==> src/shared/hbsc_regs.svh <==
// offsets, field positions, reset values and timing of the half-bridge control block
`ifndef HBSC_REGS_SVH
`define HBSC_REGS_SVH
`define HBSC_OFS_CTRL   8'h00
`define HBSC_OFS_CMD    8'h04
`define HBSC_OFS_STAT   8'h08
`define HBSC_OFS_CODE   8'h0C
`define HBSC_CMD_SRST   0
`define HBSC_CMD_CFG    1
`define HBSC_CMD_EN     7
`define HBSC_CMD_ULOFF  13
`define HBSC_CMD_GRP    14
`define HBSC_CMD_OVLK   15
`define HBSC_ST_OVC     15
`define HBSC_ST_SUPF    14
`define HBSC_ST_UNDL    13
`define HBSC_ST_WARN    0
`define HBSC_GRP0_N     6
`define HBSC_PULSE_N    2
`define HBSC_CODE_OFF   2'h0
`define HBSC_CODE_OVC   2'h1
`define HBSC_CODE_UNDL  2'h2
`define HBSC_CODE_ON    2'h3
`define HBSC_RST_CMD    16'h0000
`define HBSC_FRAME_MIN  5'h10
`define HBSC_FRAME_WRAP 5'h17
`define HBSC_CLK_NS     50
`define HBSC_DEAD_NS    500
`define HBSC_OCD_NS     10000
`define HBSC_CYC_UP(ns) (((ns) + `HBSC_CLK_NS - 1) / `HBSC_CLK_NS)
`endif

==> src/shared/hbsc_pkg.sv <==
// types of the half-bridge serial control block
`default_nettype none
package hbsc_pkg;
  // pins from outside the clock domain
  typedef struct packed {
    logic       sel;
    logic       sclk;
    logic       sdi;
    logic       en;
    logic       uv;
    logic       ov;
    logic       hot;
    logic       warn;
    logic [1:0] pulse;
    logic [7:0] oc;
    logic [7:0] ul;
  } hbsc_pins_t;

  typedef struct packed {
    logic [7:0] en;
    logic [7:0] cfg;
  } hbsc_cmd_t;

  typedef struct packed {
    hbsc_pins_t  s1;
    hbsc_pins_t  s2;
    logic        sclkD;
    logic        selD;
    logic        live;
    logic [4:0]  bitCnt;
    logic        started;
    logic [15:0] inReg;
    logic [15:0] outReg;
    logic [15:0] snap;
    logic        snapHold;
    logic [15:0] cmdWord;
    hbsc_cmd_t   cmd;
    logic        thermal;
    logic [7:0]  ovc;
    logic [7:0]  undl;
    logic        frameErr;
    logic        serialOut;
    logic        serialOutEn;
    logic [7:0]  dead;
    logic [31:0] prdata;
    logic        pready;
    logic        pslverr;
  } hbsc_state_t;

  typedef struct packed {
    logic       hs;
    logic       ls;
    logic [7:0] cnt;
  } hbsc_dead_t;

  typedef struct packed {
    logic [15:0] cnt;
    logic        trip;
  } hbsc_oct_t;
endpackage
`default_nettype wire

==> src/core/hbsc_dead_time.sv <==
// non-overlapping high/low side drive of one channel
`timescale 1ns/1ps
`default_nettype none
module hbsc_dead_time (
  input  wire logic       clk,
  input  wire logic       rst,
  input  wire logic       ce,
  input  wire logic       wantHigh,
  input  wire logic       wantLow,
  input  wire logic [7:0] deadCyc,
  output logic            hs,
  output logic            ls
);
  hbsc_pkg::hbsc_dead_t st, next_st;

  // both sides off, then dead time, then the new side
  always_comb begin
    next_st = st;
    if ((st.hs && !wantHigh) || (st.ls && !wantLow)) begin
      next_st.hs  = 1'b0;
      next_st.ls  = 1'b0;
      next_st.cnt = deadCyc;
    end else if (!st.hs && !st.ls) begin
      if (st.cnt != 8'h00) begin
        next_st.cnt = st.cnt - 8'h01;
      end else begin
        next_st.hs = wantHigh;
        next_st.ls = wantLow & ~wantHigh;
      end
    end
  end

  always_ff @(posedge clk or posedge rst) begin
    if (rst) begin
      st <= '0;
    end else if (ce) begin
      st <= next_st;
    end
  end

  assign hs = st.hs;
  assign ls = st.ls;
endmodule // hbsc_dead_time
`default_nettype wire

==> src/core/hbsc_oc_timer.sv <==
// overcurrent delay filter of one channel
`timescale 1ns/1ps
`default_nettype none
module hbsc_oc_timer #(
  parameter logic [15:0] DELAY = 16'h00C8
) (
  input  wire logic clk,
  input  wire logic rst,
  input  wire logic ce,
  input  wire logic oc,
  output logic      trip
);
  hbsc_pkg::hbsc_oct_t st, next_st;

  // trip only when overcurrent lasts past the delay
  always_comb begin
    next_st = st;
    if (!oc) begin
      next_st.cnt  = 16'h0000;
      next_st.trip = 1'b0;
    end else if (st.cnt == DELAY) begin
      next_st.trip = 1'b1;
    end else begin
      next_st.cnt = st.cnt + 16'h0001;
    end
  end

  always_ff @(posedge clk or posedge rst) begin
    if (rst) begin
      st <= '0;
    end else if (ce) begin
      st <= next_st;
    end
  end

  assign trip = st.trip;
endmodule // hbsc_oc_timer
`default_nettype wire

==> src/core/hbsc_core.sv <==
// serial link, command word, fault status and drive decision of the half-bridge driver
//
// Design decisions made here: the APB interface to the registers and the placing of the registers.
`timescale 1ns/1ps
`default_nettype none
`include "hbsc_regs.svh"

// How it works
// - underload then overcurrent on a channel reports code 10, then 01
// - overcurrent code 01 never steps straight to underload 10
// - valid frame is select high-low-high with 16 or more clocks, a whole multiple of 8
// - modulo-16 check for first 16 bits, modulo-8 after
// - good frame loads last 16 bits; bad frame is dropped whole
// - prefix bit is thermal flag ORed with serial input
// - prefix shows at select fall, status after first rising clock
// - power-on reset clears command and status, outputs high impedance
// - link and drive work only after reset and while enable is high
// - supply lockout turns drivers off, keeps data; overvoltage obeys lock bit
// - group bit picks which channels a command sets and reports
// - never both sides of a channel on; dead time on side change
// - driver stays on until commanded off or a fault
// - outputs 1,2 active on enable or pulse pin; config picks side
// - commands taken during lockout apply when lockout ends
// - supply faults recover by themselves; latched faults need reset
// - status reset bit clears latched faults of the selected group
// - status frozen during a frame, refreshed after it, not after reset bit
// - code 00 off, 01 overcurrent, 10 underload, 11 on
// - overcurrent past the delay latches channel off, code 01
module hbsc_core #(
  parameter logic [15:0] OC_DELAY_CYC = 16'(`HBSC_CYC_UP(`HBSC_OCD_NS))
) (
  input  wire logic        clk,
  input  wire logic        rst,
  input  wire logic        ce,
  input  wire logic        psel,
  input  wire logic        penable,
  input  wire logic        pwrite,
  input  wire logic [7:0]  paddr,
  input  wire logic [31:0] pwdata,
  output logic [31:0]      prdata,
  output logic             pready,
  output logic             pslverr,
  input  wire logic        selectN,
  input  wire logic        serialClock,
  input  wire logic        serialIn,
  output logic             serialOut,
  output logic             serialOutEn,
  input  wire logic        enablePin,
  input  wire logic [1:0]  extPulseInput,
  input  wire logic        supplyUndervoltage,
  input  wire logic        supplyOvervoltage,
  input  wire logic        overTemp,
  input  wire logic        thermalWarning,
  input  wire logic [7:0]  overcurrentDetect,
  input  wire logic [7:0]  underloadDetect,
  output logic [7:0]       highSideSwitch,
  output logic [7:0]       lowSideSwitch
);
  hbsc_pkg::hbsc_state_t st, next_st;
  hbsc_pkg::hbsc_pins_t  pinsRaw;
  logic [7:0]  ocTrip;
  logic [7:0]  drive;
  logic [7:0]  wantHigh;
  logic [7:0]  wantLow;
  logic [15:0] statWord;
  logic [15:0] codes;
  logic        grp;
  logic        selHigh;
  logic        sclkRise;
  logic        frameStart;
  logic        frameEnd;
  logic        frameOk;
  logic        lockout;
  logic        supFail;
  logic        srst;
  logic        apbDone;

  // **********************************************************
  // helpers
  // **********************************************************

  // priority encoding of one channel
  function automatic logic [1:0] codeOf(input logic o, input logic u, input logic d);
    if (o) return `HBSC_CODE_OVC;
    if (u) return `HBSC_CODE_UNDL;
    return d ? `HBSC_CODE_ON : `HBSC_CODE_OFF;
  endfunction

  function automatic logic inGroup(input int i, input logic g);
    return g ? (i >= `HBSC_GRP0_N) : (i < `HBSC_GRP0_N);
  endfunction

  function automatic int slotOf(input int i, input logic g);
    return g ? i - `HBSC_GRP0_N : i;
  endfunction

  // **********************************************************
  // pins, edges and drive decision
  // **********************************************************

  assign pinsRaw = '{sel: selectN, sclk: serialClock, sdi: serialIn, en: enablePin,
                     uv: supplyUndervoltage, ov: supplyOvervoltage, hot: overTemp,
                     warn: thermalWarning, pulse: extPulseInput,
                     oc: overcurrentDetect, ul: underloadDetect};

  // edges seen only on the second sync stage
  assign selHigh    = st.s2.sel;
  assign sclkRise   = st.s2.sclk & ~st.sclkD & ~selHigh;
  assign frameStart = st.selD & ~selHigh;
  assign frameEnd   = ~st.selD & selHigh;
  assign frameOk    = st.bitCnt == `HBSC_FRAME_MIN;
  assign grp        = st.cmdWord[`HBSC_CMD_GRP];
  assign srst       = st.inReg[`HBSC_CMD_SRST];
  assign supFail    = st.s2.uv | st.s2.ov;
  assign lockout    = st.s2.uv | (st.s2.ov & st.cmdWord[`HBSC_CMD_OVLK]);
  assign apbDone    = psel & penable & st.pready;

  // per-channel drive request
  always_comb begin
    logic act;
    logic blk;
    act = 1'b0;
    blk = 1'b0;
    for (int i = 0; i < 8; i++) begin
      act = st.cmd.en[i] | (i < `HBSC_PULSE_N && st.s2.pulse[i % 2]);
      // lockout only masks; command stays and resumes on recovery
      blk = ~st.live | st.thermal | st.ovc[i] | lockout
            | (st.undl[i] & st.cmdWord[`HBSC_CMD_ULOFF]);
      drive[i]    = act & ~blk;
      wantHigh[i] = drive[i] & st.cmd.cfg[i];
      wantLow[i]  = drive[i] & ~st.cmd.cfg[i];
    end
  end

  // status word of the selected group and all codes
  always_comb begin
    statWord = 16'h0000;
    codes    = 16'h0000;
    statWord[`HBSC_ST_OVC]  = |st.ovc;
    statWord[`HBSC_ST_SUPF] = supFail;
    statWord[`HBSC_ST_UNDL] = |st.undl;
    statWord[`HBSC_ST_WARN] = st.s2.warn;
    for (int i = 0; i < 8; i++) begin
      codes[2*i +: 2] = codeOf(st.ovc[i], st.undl[i], drive[i]);
      if (inGroup(i, grp)) begin
        statWord[2*slotOf(i, grp)+1 +: 2] = codes[2*i +: 2];
      end
    end
  end

  // **********************************************************
  // next state
  // **********************************************************

  always_comb begin
    next_st       = st;
    next_st.s1    = pinsRaw;
    next_st.s2    = st.s1;
    next_st.sclkD = st.s2.sclk;
    next_st.selD  = st.s2.sel;
    next_st.live  = st.s2.en;

    // frame start: counters cleared, frozen status taken
    if (frameStart) begin
      next_st.bitCnt   = 5'h00;
      next_st.started  = 1'b0;
      next_st.outReg   = st.snap;
      next_st.snapHold = 1'b0;
    end

    // rising link clock: shift in, count, shift out
    if (sclkRise && st.live) begin
      next_st.started = 1'b1;
      next_st.inReg   = {st.inReg[14:0], st.s2.sdi};
      next_st.bitCnt  = (st.bitCnt == `HBSC_FRAME_WRAP) ? `HBSC_FRAME_MIN
                                                        : st.bitCnt + 5'h01;
      if (st.started) begin
        next_st.outReg = {st.outReg[14:0], st.inReg[0]};
      end
    end

    // serial output: prefix before first clock, then status
    next_st.serialOut   = 1'b0;
    if (!selHigh) begin
      next_st.serialOut = next_st.started ? next_st.outReg[15]
                                          : (st.thermal | st.s2.sdi);
    end
    next_st.serialOutEn = ~selHigh & st.live;

    // status refresh only between frames
    if (selHigh && !st.snapHold) begin
      next_st.snap = statWord;
    end

    // frame end: take or drop the command
    if (frameEnd && st.live) begin
      next_st.frameErr = ~frameOk;
      if (frameOk) begin
        next_st.cmdWord = st.inReg;
        for (int i = 0; i < 8; i++) begin
          if (inGroup(i, st.inReg[`HBSC_CMD_GRP])) begin
            next_st.cmd.en[i]  = st.inReg[`HBSC_CMD_EN + slotOf(i, st.inReg[`HBSC_CMD_GRP])];
            next_st.cmd.cfg[i] = st.inReg[`HBSC_CMD_CFG + slotOf(i, st.inReg[`HBSC_CMD_GRP])];
            if (srst) begin
              next_st.ovc[i]  = 1'b0;
              next_st.undl[i] = 1'b0;
            end
          end
        end
        if (srst) begin
          next_st.thermal  = 1'b0;
          next_st.snapHold = 1'b1;
        end
      end
    end

    // fault latching after the clear, so a set wins
    for (int i = 0; i < 8; i++) begin
      if (ocTrip[i] && drive[i]) begin
        next_st.ovc[i] = 1'b1;
      end
      if (st.s2.ul[i] && drive[i]) begin
        next_st.undl[i] = 1'b1;
      end
    end
    if (st.s2.hot) begin
      next_st.thermal = 1'b1;
    end

    // apb: answer one cycle into the access phase
    next_st.pready = psel & penable & ~st.pready;
    if (psel && penable && !st.pready) begin
      next_st.prdata  = 32'h0000_0000;
      next_st.pslverr = 1'b0;
      unique case (paddr)
        `HBSC_OFS_CTRL: next_st.prdata = {24'h00_0000, st.dead};
        `HBSC_OFS_CMD:  next_st.prdata = {16'h0000, st.cmdWord};
        `HBSC_OFS_STAT: next_st.prdata = {13'h0000, st.frameErr, supFail, st.thermal,
                                          st.undl, st.ovc};
        `HBSC_OFS_CODE: next_st.prdata = {16'h0000, codes};
        default:        next_st.pslverr = 1'b1;
      endcase
    end
    if (apbDone && pwrite && paddr == `HBSC_OFS_CTRL) begin
      next_st.dead = pwdata[7:0];
    end

    // enable low: command and status except frame error back to reset values
    if (!st.s2.en) begin
      next_st.cmdWord     = `HBSC_RST_CMD;
      next_st.cmd         = '0;
      next_st.ovc         = 8'h00;
      next_st.undl        = 8'h00;
      next_st.thermal     = 1'b0;
      next_st.snap        = 16'h0000;
      next_st.serialOut   = 1'b0;
      next_st.serialOutEn = 1'b0;
    end
  end

  // state register; reset clears command and status
  always_ff @(posedge clk or posedge rst) begin
    if (rst) begin
      st      <= '0;
      st.dead <= 8'(`HBSC_CYC_UP(`HBSC_DEAD_NS));
    end else if (ce) begin
      st <= next_st;
    end
  end

  // **********************************************************
  // channels
  // **********************************************************

  for (genvar g = 0; g < 8; g++) begin : gChan
    hbsc_oc_timer #(
      .DELAY (OC_DELAY_CYC)
    ) uOcTimer (
      .clk  (clk),
      .rst  (rst),
      .ce   (ce),
      .oc   (st.s2.oc[g]),
      .trip (ocTrip[g])
    );
    hbsc_dead_time uDead (
      .clk      (clk),
      .rst      (rst),
      .ce       (ce),
      .wantHigh (wantHigh[g]),
      .wantLow  (wantLow[g]),
      .deadCyc  (st.dead),
      .hs       (highSideSwitch[g]),
      .ls       (lowSideSwitch[g])
    );
  end

  assign serialOut   = st.serialOut;
  assign serialOutEn = st.serialOutEn;
  assign prdata      = st.prdata;
  assign pready      = st.pready;
  assign pslverr     = st.pslverr;
endmodule // hbsc_core
`default_nettype wire

==> config.mk <==
export PLATFORM = sky130hd
export DESIGN_NAME = hbsc_core
export DESIGN_NICKNAME = d
export VERILOG_FILES = /design/src/shared/hbsc_pkg.sv /design/src/core/hbsc_dead_time.sv /design/src/core/hbsc_oc_timer.sv /design/src/core/hbsc_core.sv
export VERILOG_INCLUDE_DIRS = /design/src /design/src/shared
export SDC_FILE = /design/constraint.sdc
export NUM_CORES = 1
export LEC_CHECK = 0
export ABC_AREA = 1
export BUFFER_PORTS_ARGS = -buffer_cell sky130_fd_sc_hd__buf_4
export CORE_AREA = 4 4 249 251
export DETAILED_ROUTE_END_ITERATION = 12
export DIE_AREA = 0 0 253 255
export GPL_ROUTABILITY_DRIVEN = 1
export SLEW_MARGIN = 20
export SYNTH_ARGS = -nofsm -noshare
export SYNTH_HDL_FRONTEND = slang
export SYNTH_SLANG_ARGS = --single-unit
export TNS_END_PERCENT = 10
==> constraint.sdc <==
create_clock -name clk -period 15.6 [get_ports clk]
set_input_delay 3.12 -clock clk [delete_from_list [all_inputs] [get_ports clk]]
set_output_delay 3.12 -clock clk [all_outputs]
set_load 0.05 [all_outputs]
Word-level counts from Yosys, hierarchy flattened. Index checks and enable logic that the tools add are counted.

Register bits: 420. Bits of input ports: 72. Output and inout port bits: 52. Word-level logic and storage cells: 830.

$add $sub $neg: 49. $lt $le $gt $ge: 16. Equal/unequal tests: 109. Shifts and indexed selects: 16. Multiplexer cells: 255. Bitwise operators: 109. Reduce and logical (&&, ||, !) cells: 176.

Operators with widths (number): $lt A32 B6 Y1 const B (14); $mux W16 (20); $shift A2 B33 Y16 const A (8); $shiftx A2 B33 Y16 (8); $add A4 B32 Y32 const A (8); $neg A32 Y33 (6); $add A2 B32 Y32 const A (6); $add A32 B2 Y32 const B (6); $mux W32 (6); $mux W31 (6); $mux W10 (16); $mux W17 (8); $add A16 B1 Y16 const B (8); $bwmux W16 (8); $eq A16 B8 Y1 const B (8); $ne A3 B1 Y1 const B (36); $mux W1 (107); $mux W2 (49); $ne A3 B2 Y1 const B (30); $reduce_and A5 Y1 (16); $pmux W19 S4 (1); $neg A5 Y33 (2); $bmux W1 S4 (16); $mux W8 (8); other kinds (32) (329).

Depth between registers and ports, before layout.
Depth after elaboration: 29. Mapped depth: 12.

Cells and area by module. A second synthesis with hierarchy kept.

Cells, all modules: 3534. Area total of the unflattened synthesis: 24863.8 um2.

By module, submodules not included: hbsc_oc_timer (instances 8, cells each 182, area an instance 1192.4 um2); hbsc_core (instances 1, cells each 1214, area an instance 9359.0 um2); hbsc_dead_time (instances 8, cells each 108, area an instance 745.7 um2).

Least setup slack after synthesis. Ideal clock, no wire load.

Path type: input to register. Start point: input port paddr[7]. End point: register st[34] (netlist bit). Library setup time: 0.126 ns. Data arrival time: 4.130 ns. Data required time: 15.474 ns. Slack: 11.344 ns. Stages on the path: 7. Cell sequence: nor2_1 > nand3_1 > nor2_2 > nand4_4 > buf_2 > nand2_1 > o21ai_0.

Longest elaborated chain between the ends: 3.

Ends and longest elaborated chain: start: declaration (line hbsc_core.sv:38) `input wire logic [7:0] paddr,`; $logic_not A8 Y1; $logic_and A1 B1 Y1 (no line); $reduce_and A2 Y1 (no line); end signal: assignment (line hbsc_core.sv:267) `st <= next_st;`; end: declaration (line hbsc_core.sv:59) `hbsc_pkg::hbsc_state_t st, next_st;`.

Every way passes these cells. A chain may end at the register's enable or synchronous reset.

Worst setup path after layout.
Start point: input port ce. End point: register gChan[5].uDead.st[2] (netlist bit).

Longest elaborated chain between the ends: 1.

Ends and longest elaborated chain: start: declaration (line hbsc_core.sv:34) `input wire logic ce,`; $reduce_and A3 Y1 (no line); end signal: assignment (line hbsc_dead_time.sv:37) `st <= next_st;`; end: declaration (line hbsc_dead_time.sv:14) `hbsc_pkg::hbsc_dead_t st, next_st;`.

Every way passes these cells.

==> impl_metrics.csv <==
group,metric,value,unit
sta,finalSetupViolCount,0,
routing,wl_met3,3000,um
routing,route.met2.wl,27600,um
pwr,leakagePower,12.5,nW
floorplanning,die_w,253,um
cells_and_area,diodes,0,
synth,netlist_area,23800,um2
global_routing,grt_usage,0.191,
clocking,cts-root-buf,"clkbuf_16",
global_routing,grt_max_degree,107,
floorplanning,initial_utilization,0.397,
routing,antenna_left,0,
cells_and_area,final_nets,3348,
sta,clock.fmax,177,MHz
run,maxCapViolCount,0,
clocking,cts_resized,0,
clocking,cts_tree,"done",
synth,ys_types,53,
placement,dp_hpwl,42900,um
synth,synthesis.instances,3243,
global_routing,first_global_vias,19202,
clocking,cts_sinks,407,
routing,post-route-drc-count,0,
routing,drt-pass1-iter-count,7,
hold_path,hp-class,"reg -> reg",
setup_path,end_kind,"flop",
routing,wl_per_cell,15.2,um
clocking,postCtsSetupBuffers,0,
clocking,postCtsHoldBufs,0,
synth,synth-edff-count,0,
synth,avgSynthCellArea,7.34,um2
clocking,clkTransAtPathRegs,0.05,ns
setup_path,arrival,6.12,ns
global_routing,antenna_found_initial,0,
routing,vias_per_cell,5.06,
setup_path,worstPathRequired,16.08,ns
placement,place_congestion,0.938,
clocking,h-tree-depth,2,
routing,top_layer,"met4",
sta,slew_viol_final,0,
sta,fin_tns_setup,0,ns
sta,hold_viol_final,0,
clocking,insertion_delay,0.61,ns
setup_path,critPathKind,"in -> reg",
synth,synth_ff_type,"dfrtp_1",
synth,yosys_warnings,0,
sta,tightestPinTransition,1.08,ns
routing,wl_met1,30100,um
routing,routed_wl,61900,um
sta,post-route-period-util,0.361,
sta,skew,0.0268,ns
clocking,clockBufferDepth,3,
routing,drt_iter0_drc,1699,
floorplanning,rows,90,
cells_and_area,syn2layout_area_growth,10.8,%
cells_and_area,layout-drive-gt1-share,0.0787,
synth,synth-seq-cells,407,
placement,numPortBuffers,86,
clocking,numCtsBuffers,50,
floorplanning,pin_count,124,
setup_path,path_max_fanout,78,
pwr,power_density,127,nW/um2
global_routing,grt_pass1_wl,102000,um
floorplanning,core,59900,um2
pwr,vdd_drop_max,0.0000796,V
synth,synth-seq-area-share,0.428,
floorplanning,die_h,255,um
global_routing,overflow,0,
sta,rsz0062_at_grt,"false",
run_status,status,"finished, final reports clean",
setup_path,crit_path_start_kind,"input pin",
floorplanning,die_area,64500,um2
sta,min_period,5.64,ns
sta,hold_slack,0.469,ns
routing,dr_total_vias,20549,
synth,async_flop_share,1.00,
sta,slew_headroom,0.281,
-- Yosys cell counts (13+ instances only) --
| library cell | count | area (um2) |
|---|---|---|
| nor2_1 | 257 | 965 |
| nor3_1 | 80 | 400 |
| nand3b_1 | 14 | 105 |
| xnor2_1 | 18 | 158 |
| clkbuf_1 | 35 | 131 |
| xor2_1 | 75 | 657 |
| inv_1 | 305 | 1140 |
| o21ai_1 | 17 | 85.1 |
| a21oi_1 | 13 | 65.1 |
| or2_2 | 14 | 87.6 |
| nand2_1 | 1019 | 3820 |
| nand3_1 | 358 | 1790 |
| o31ai_1 | 16 | 120 |
| dfrtp_1 | 405 | 10100 |
| buf_2 | 36 | 180 |
| nand4_1 | 85 | 532 |
| buf_4 | 58 | 435 |
| ha_1 | 31 | 388 |
| o22ai_1 | 18 | 113 |
| o21ai_0 | 258 | 1290 |
| buf_1 | 20 | 75.1 |
-- registers in the layout, indices dropped and copies added, names as in the netlist, 8 cells and up --
| signal | count |
|---|---|
| gChan.uDead.ls | 8 |
| gChan.uDead.hs | 8 |
| gChan.uOcTimer.st | 128 |
| prdata | 19 |
| st | 137 |
| gChan.uOcTimer.trip | 8 |
| gChan.uDead.st | 64 |
| next_st | 28 |
-- per-layer routing --
| metal | up-vias | track usage |
|---|---|---|
| met2 | 415 | 0.304 |
| li1 | 10495 | - |
| met4 | 0 | 0.0473 |
| met5 | - | 0 |
| met1 | 9562 | 0.276 |
| met3 | 77 | 0.0300 |
-- kinds of logic (layout without fill, tap and decap cells) --
kind of cell | after synthesis | in the layout | synth area share
other cells | 1 | 13 | 0.000158
compound gates | 371 | 371 | 0.0937
simple gates | 1868 | 1868 | 0.339
xor+xnor | 93 | 93 | 0.0342
fa+ha+maj | 31 | 31 | 0.0163
buf+inv | 472 | 496 | 0.0890
flops | 407 | 407 | 0.428
-- final timing paths --
| check | start | end | slack [ns] | cells past startpoint |
|---|---|---|---|---|
| max in group asynchronous | rst | gChan[4].uOcTimer.st[3] | 10.86 | 5 |
| min | next_st[173] | next_st[173] | 0.47 | 2 |
| min reg2reg | next_st[173] | next_st[173] | 0.47 | 2 |
| max reg2reg | next_st[149] | st[72] | 12.74 | 6 |
| max | ce | gChan[5].uDead.st[2] | 9.96 | 7 |
| min in group asynchronous | rst | gChan[4].uDead.st[0] | 2.67 | 2 |
-- cell usage in the layout, fill, tap and decap left out, types with 8 or more instances in the layout --
master,netlist,layout
o31ai_1,16,16
o21ai_0,258,258
o22ai_1,18,18
nand2_2,11,11
nand2_1,1019,1019
clkbuf_16,0,50
clkbuf_8,0,11
nand3b_1,14,14
o211ai_4,8,8
nand4_1,85,85
conb_1,1,13
nor3_2,8,8
dfrtp_1,405,405
nor2_1,257,257
o21ai_1,17,16
inv_1,305,304
nand3_1,358,358
buf_4,58,95
ha_1,31,31
xor2_1,75,75
or2_2,14,14
xnor2_1,18,18
nor3_1,80,80
a21oi_1,13,13
-- layout make-up --
class / instances / area [um2]
flip-flops and latches: 407 / 10200
multi-input cells: 2376 / 11500
well taps: 782 / 978
repair buffers: 99 / 771
inverters: 311 / 1180
fillers: 6170 / 33500
clock inverters: 19 / 279
clock buffers: 67 / 1430
-- worst max-delay path, stage by stage --
cell	delay, ns
buf_8	0.35
buf_4	0.56
buf_4	0.73
buf_4	0.67
nand2_1	0.37
nand2_1	0.14
nand2_1	0.06
-- stage by stage --
step | instances | cell area [um2] | setup WS [ns] | util | total power (W)
floorplan | 3255 | 23900 | 1.16 | - | 0.00198
finish | 4061 | 26400 | 9.96 | 0.440 | 0.00334
global route | 4061 | 26400 | 9.74 | 0.440 | 0.00357
detailed placement | 3974 | 24600 | 9.40 | 0.411 | 0.00215
global placement | 3974 | 24600 | 9.41 | 0.411 | 0.00214
CTS | 4060 | 26300 | 10.03 | 0.440 | 0.00338
-- report_power, final --
part	leakage [nW]	total, W	internal (W)	switching [W]
clock	0.837	0.00121	0.000738	0.000468
sequential	5.41	0.00133	0.00120	0.000134
combinational	6.23	0.000803	0.000311	0.000492
No activity file was read; power rests on OpenSTA's default activity.
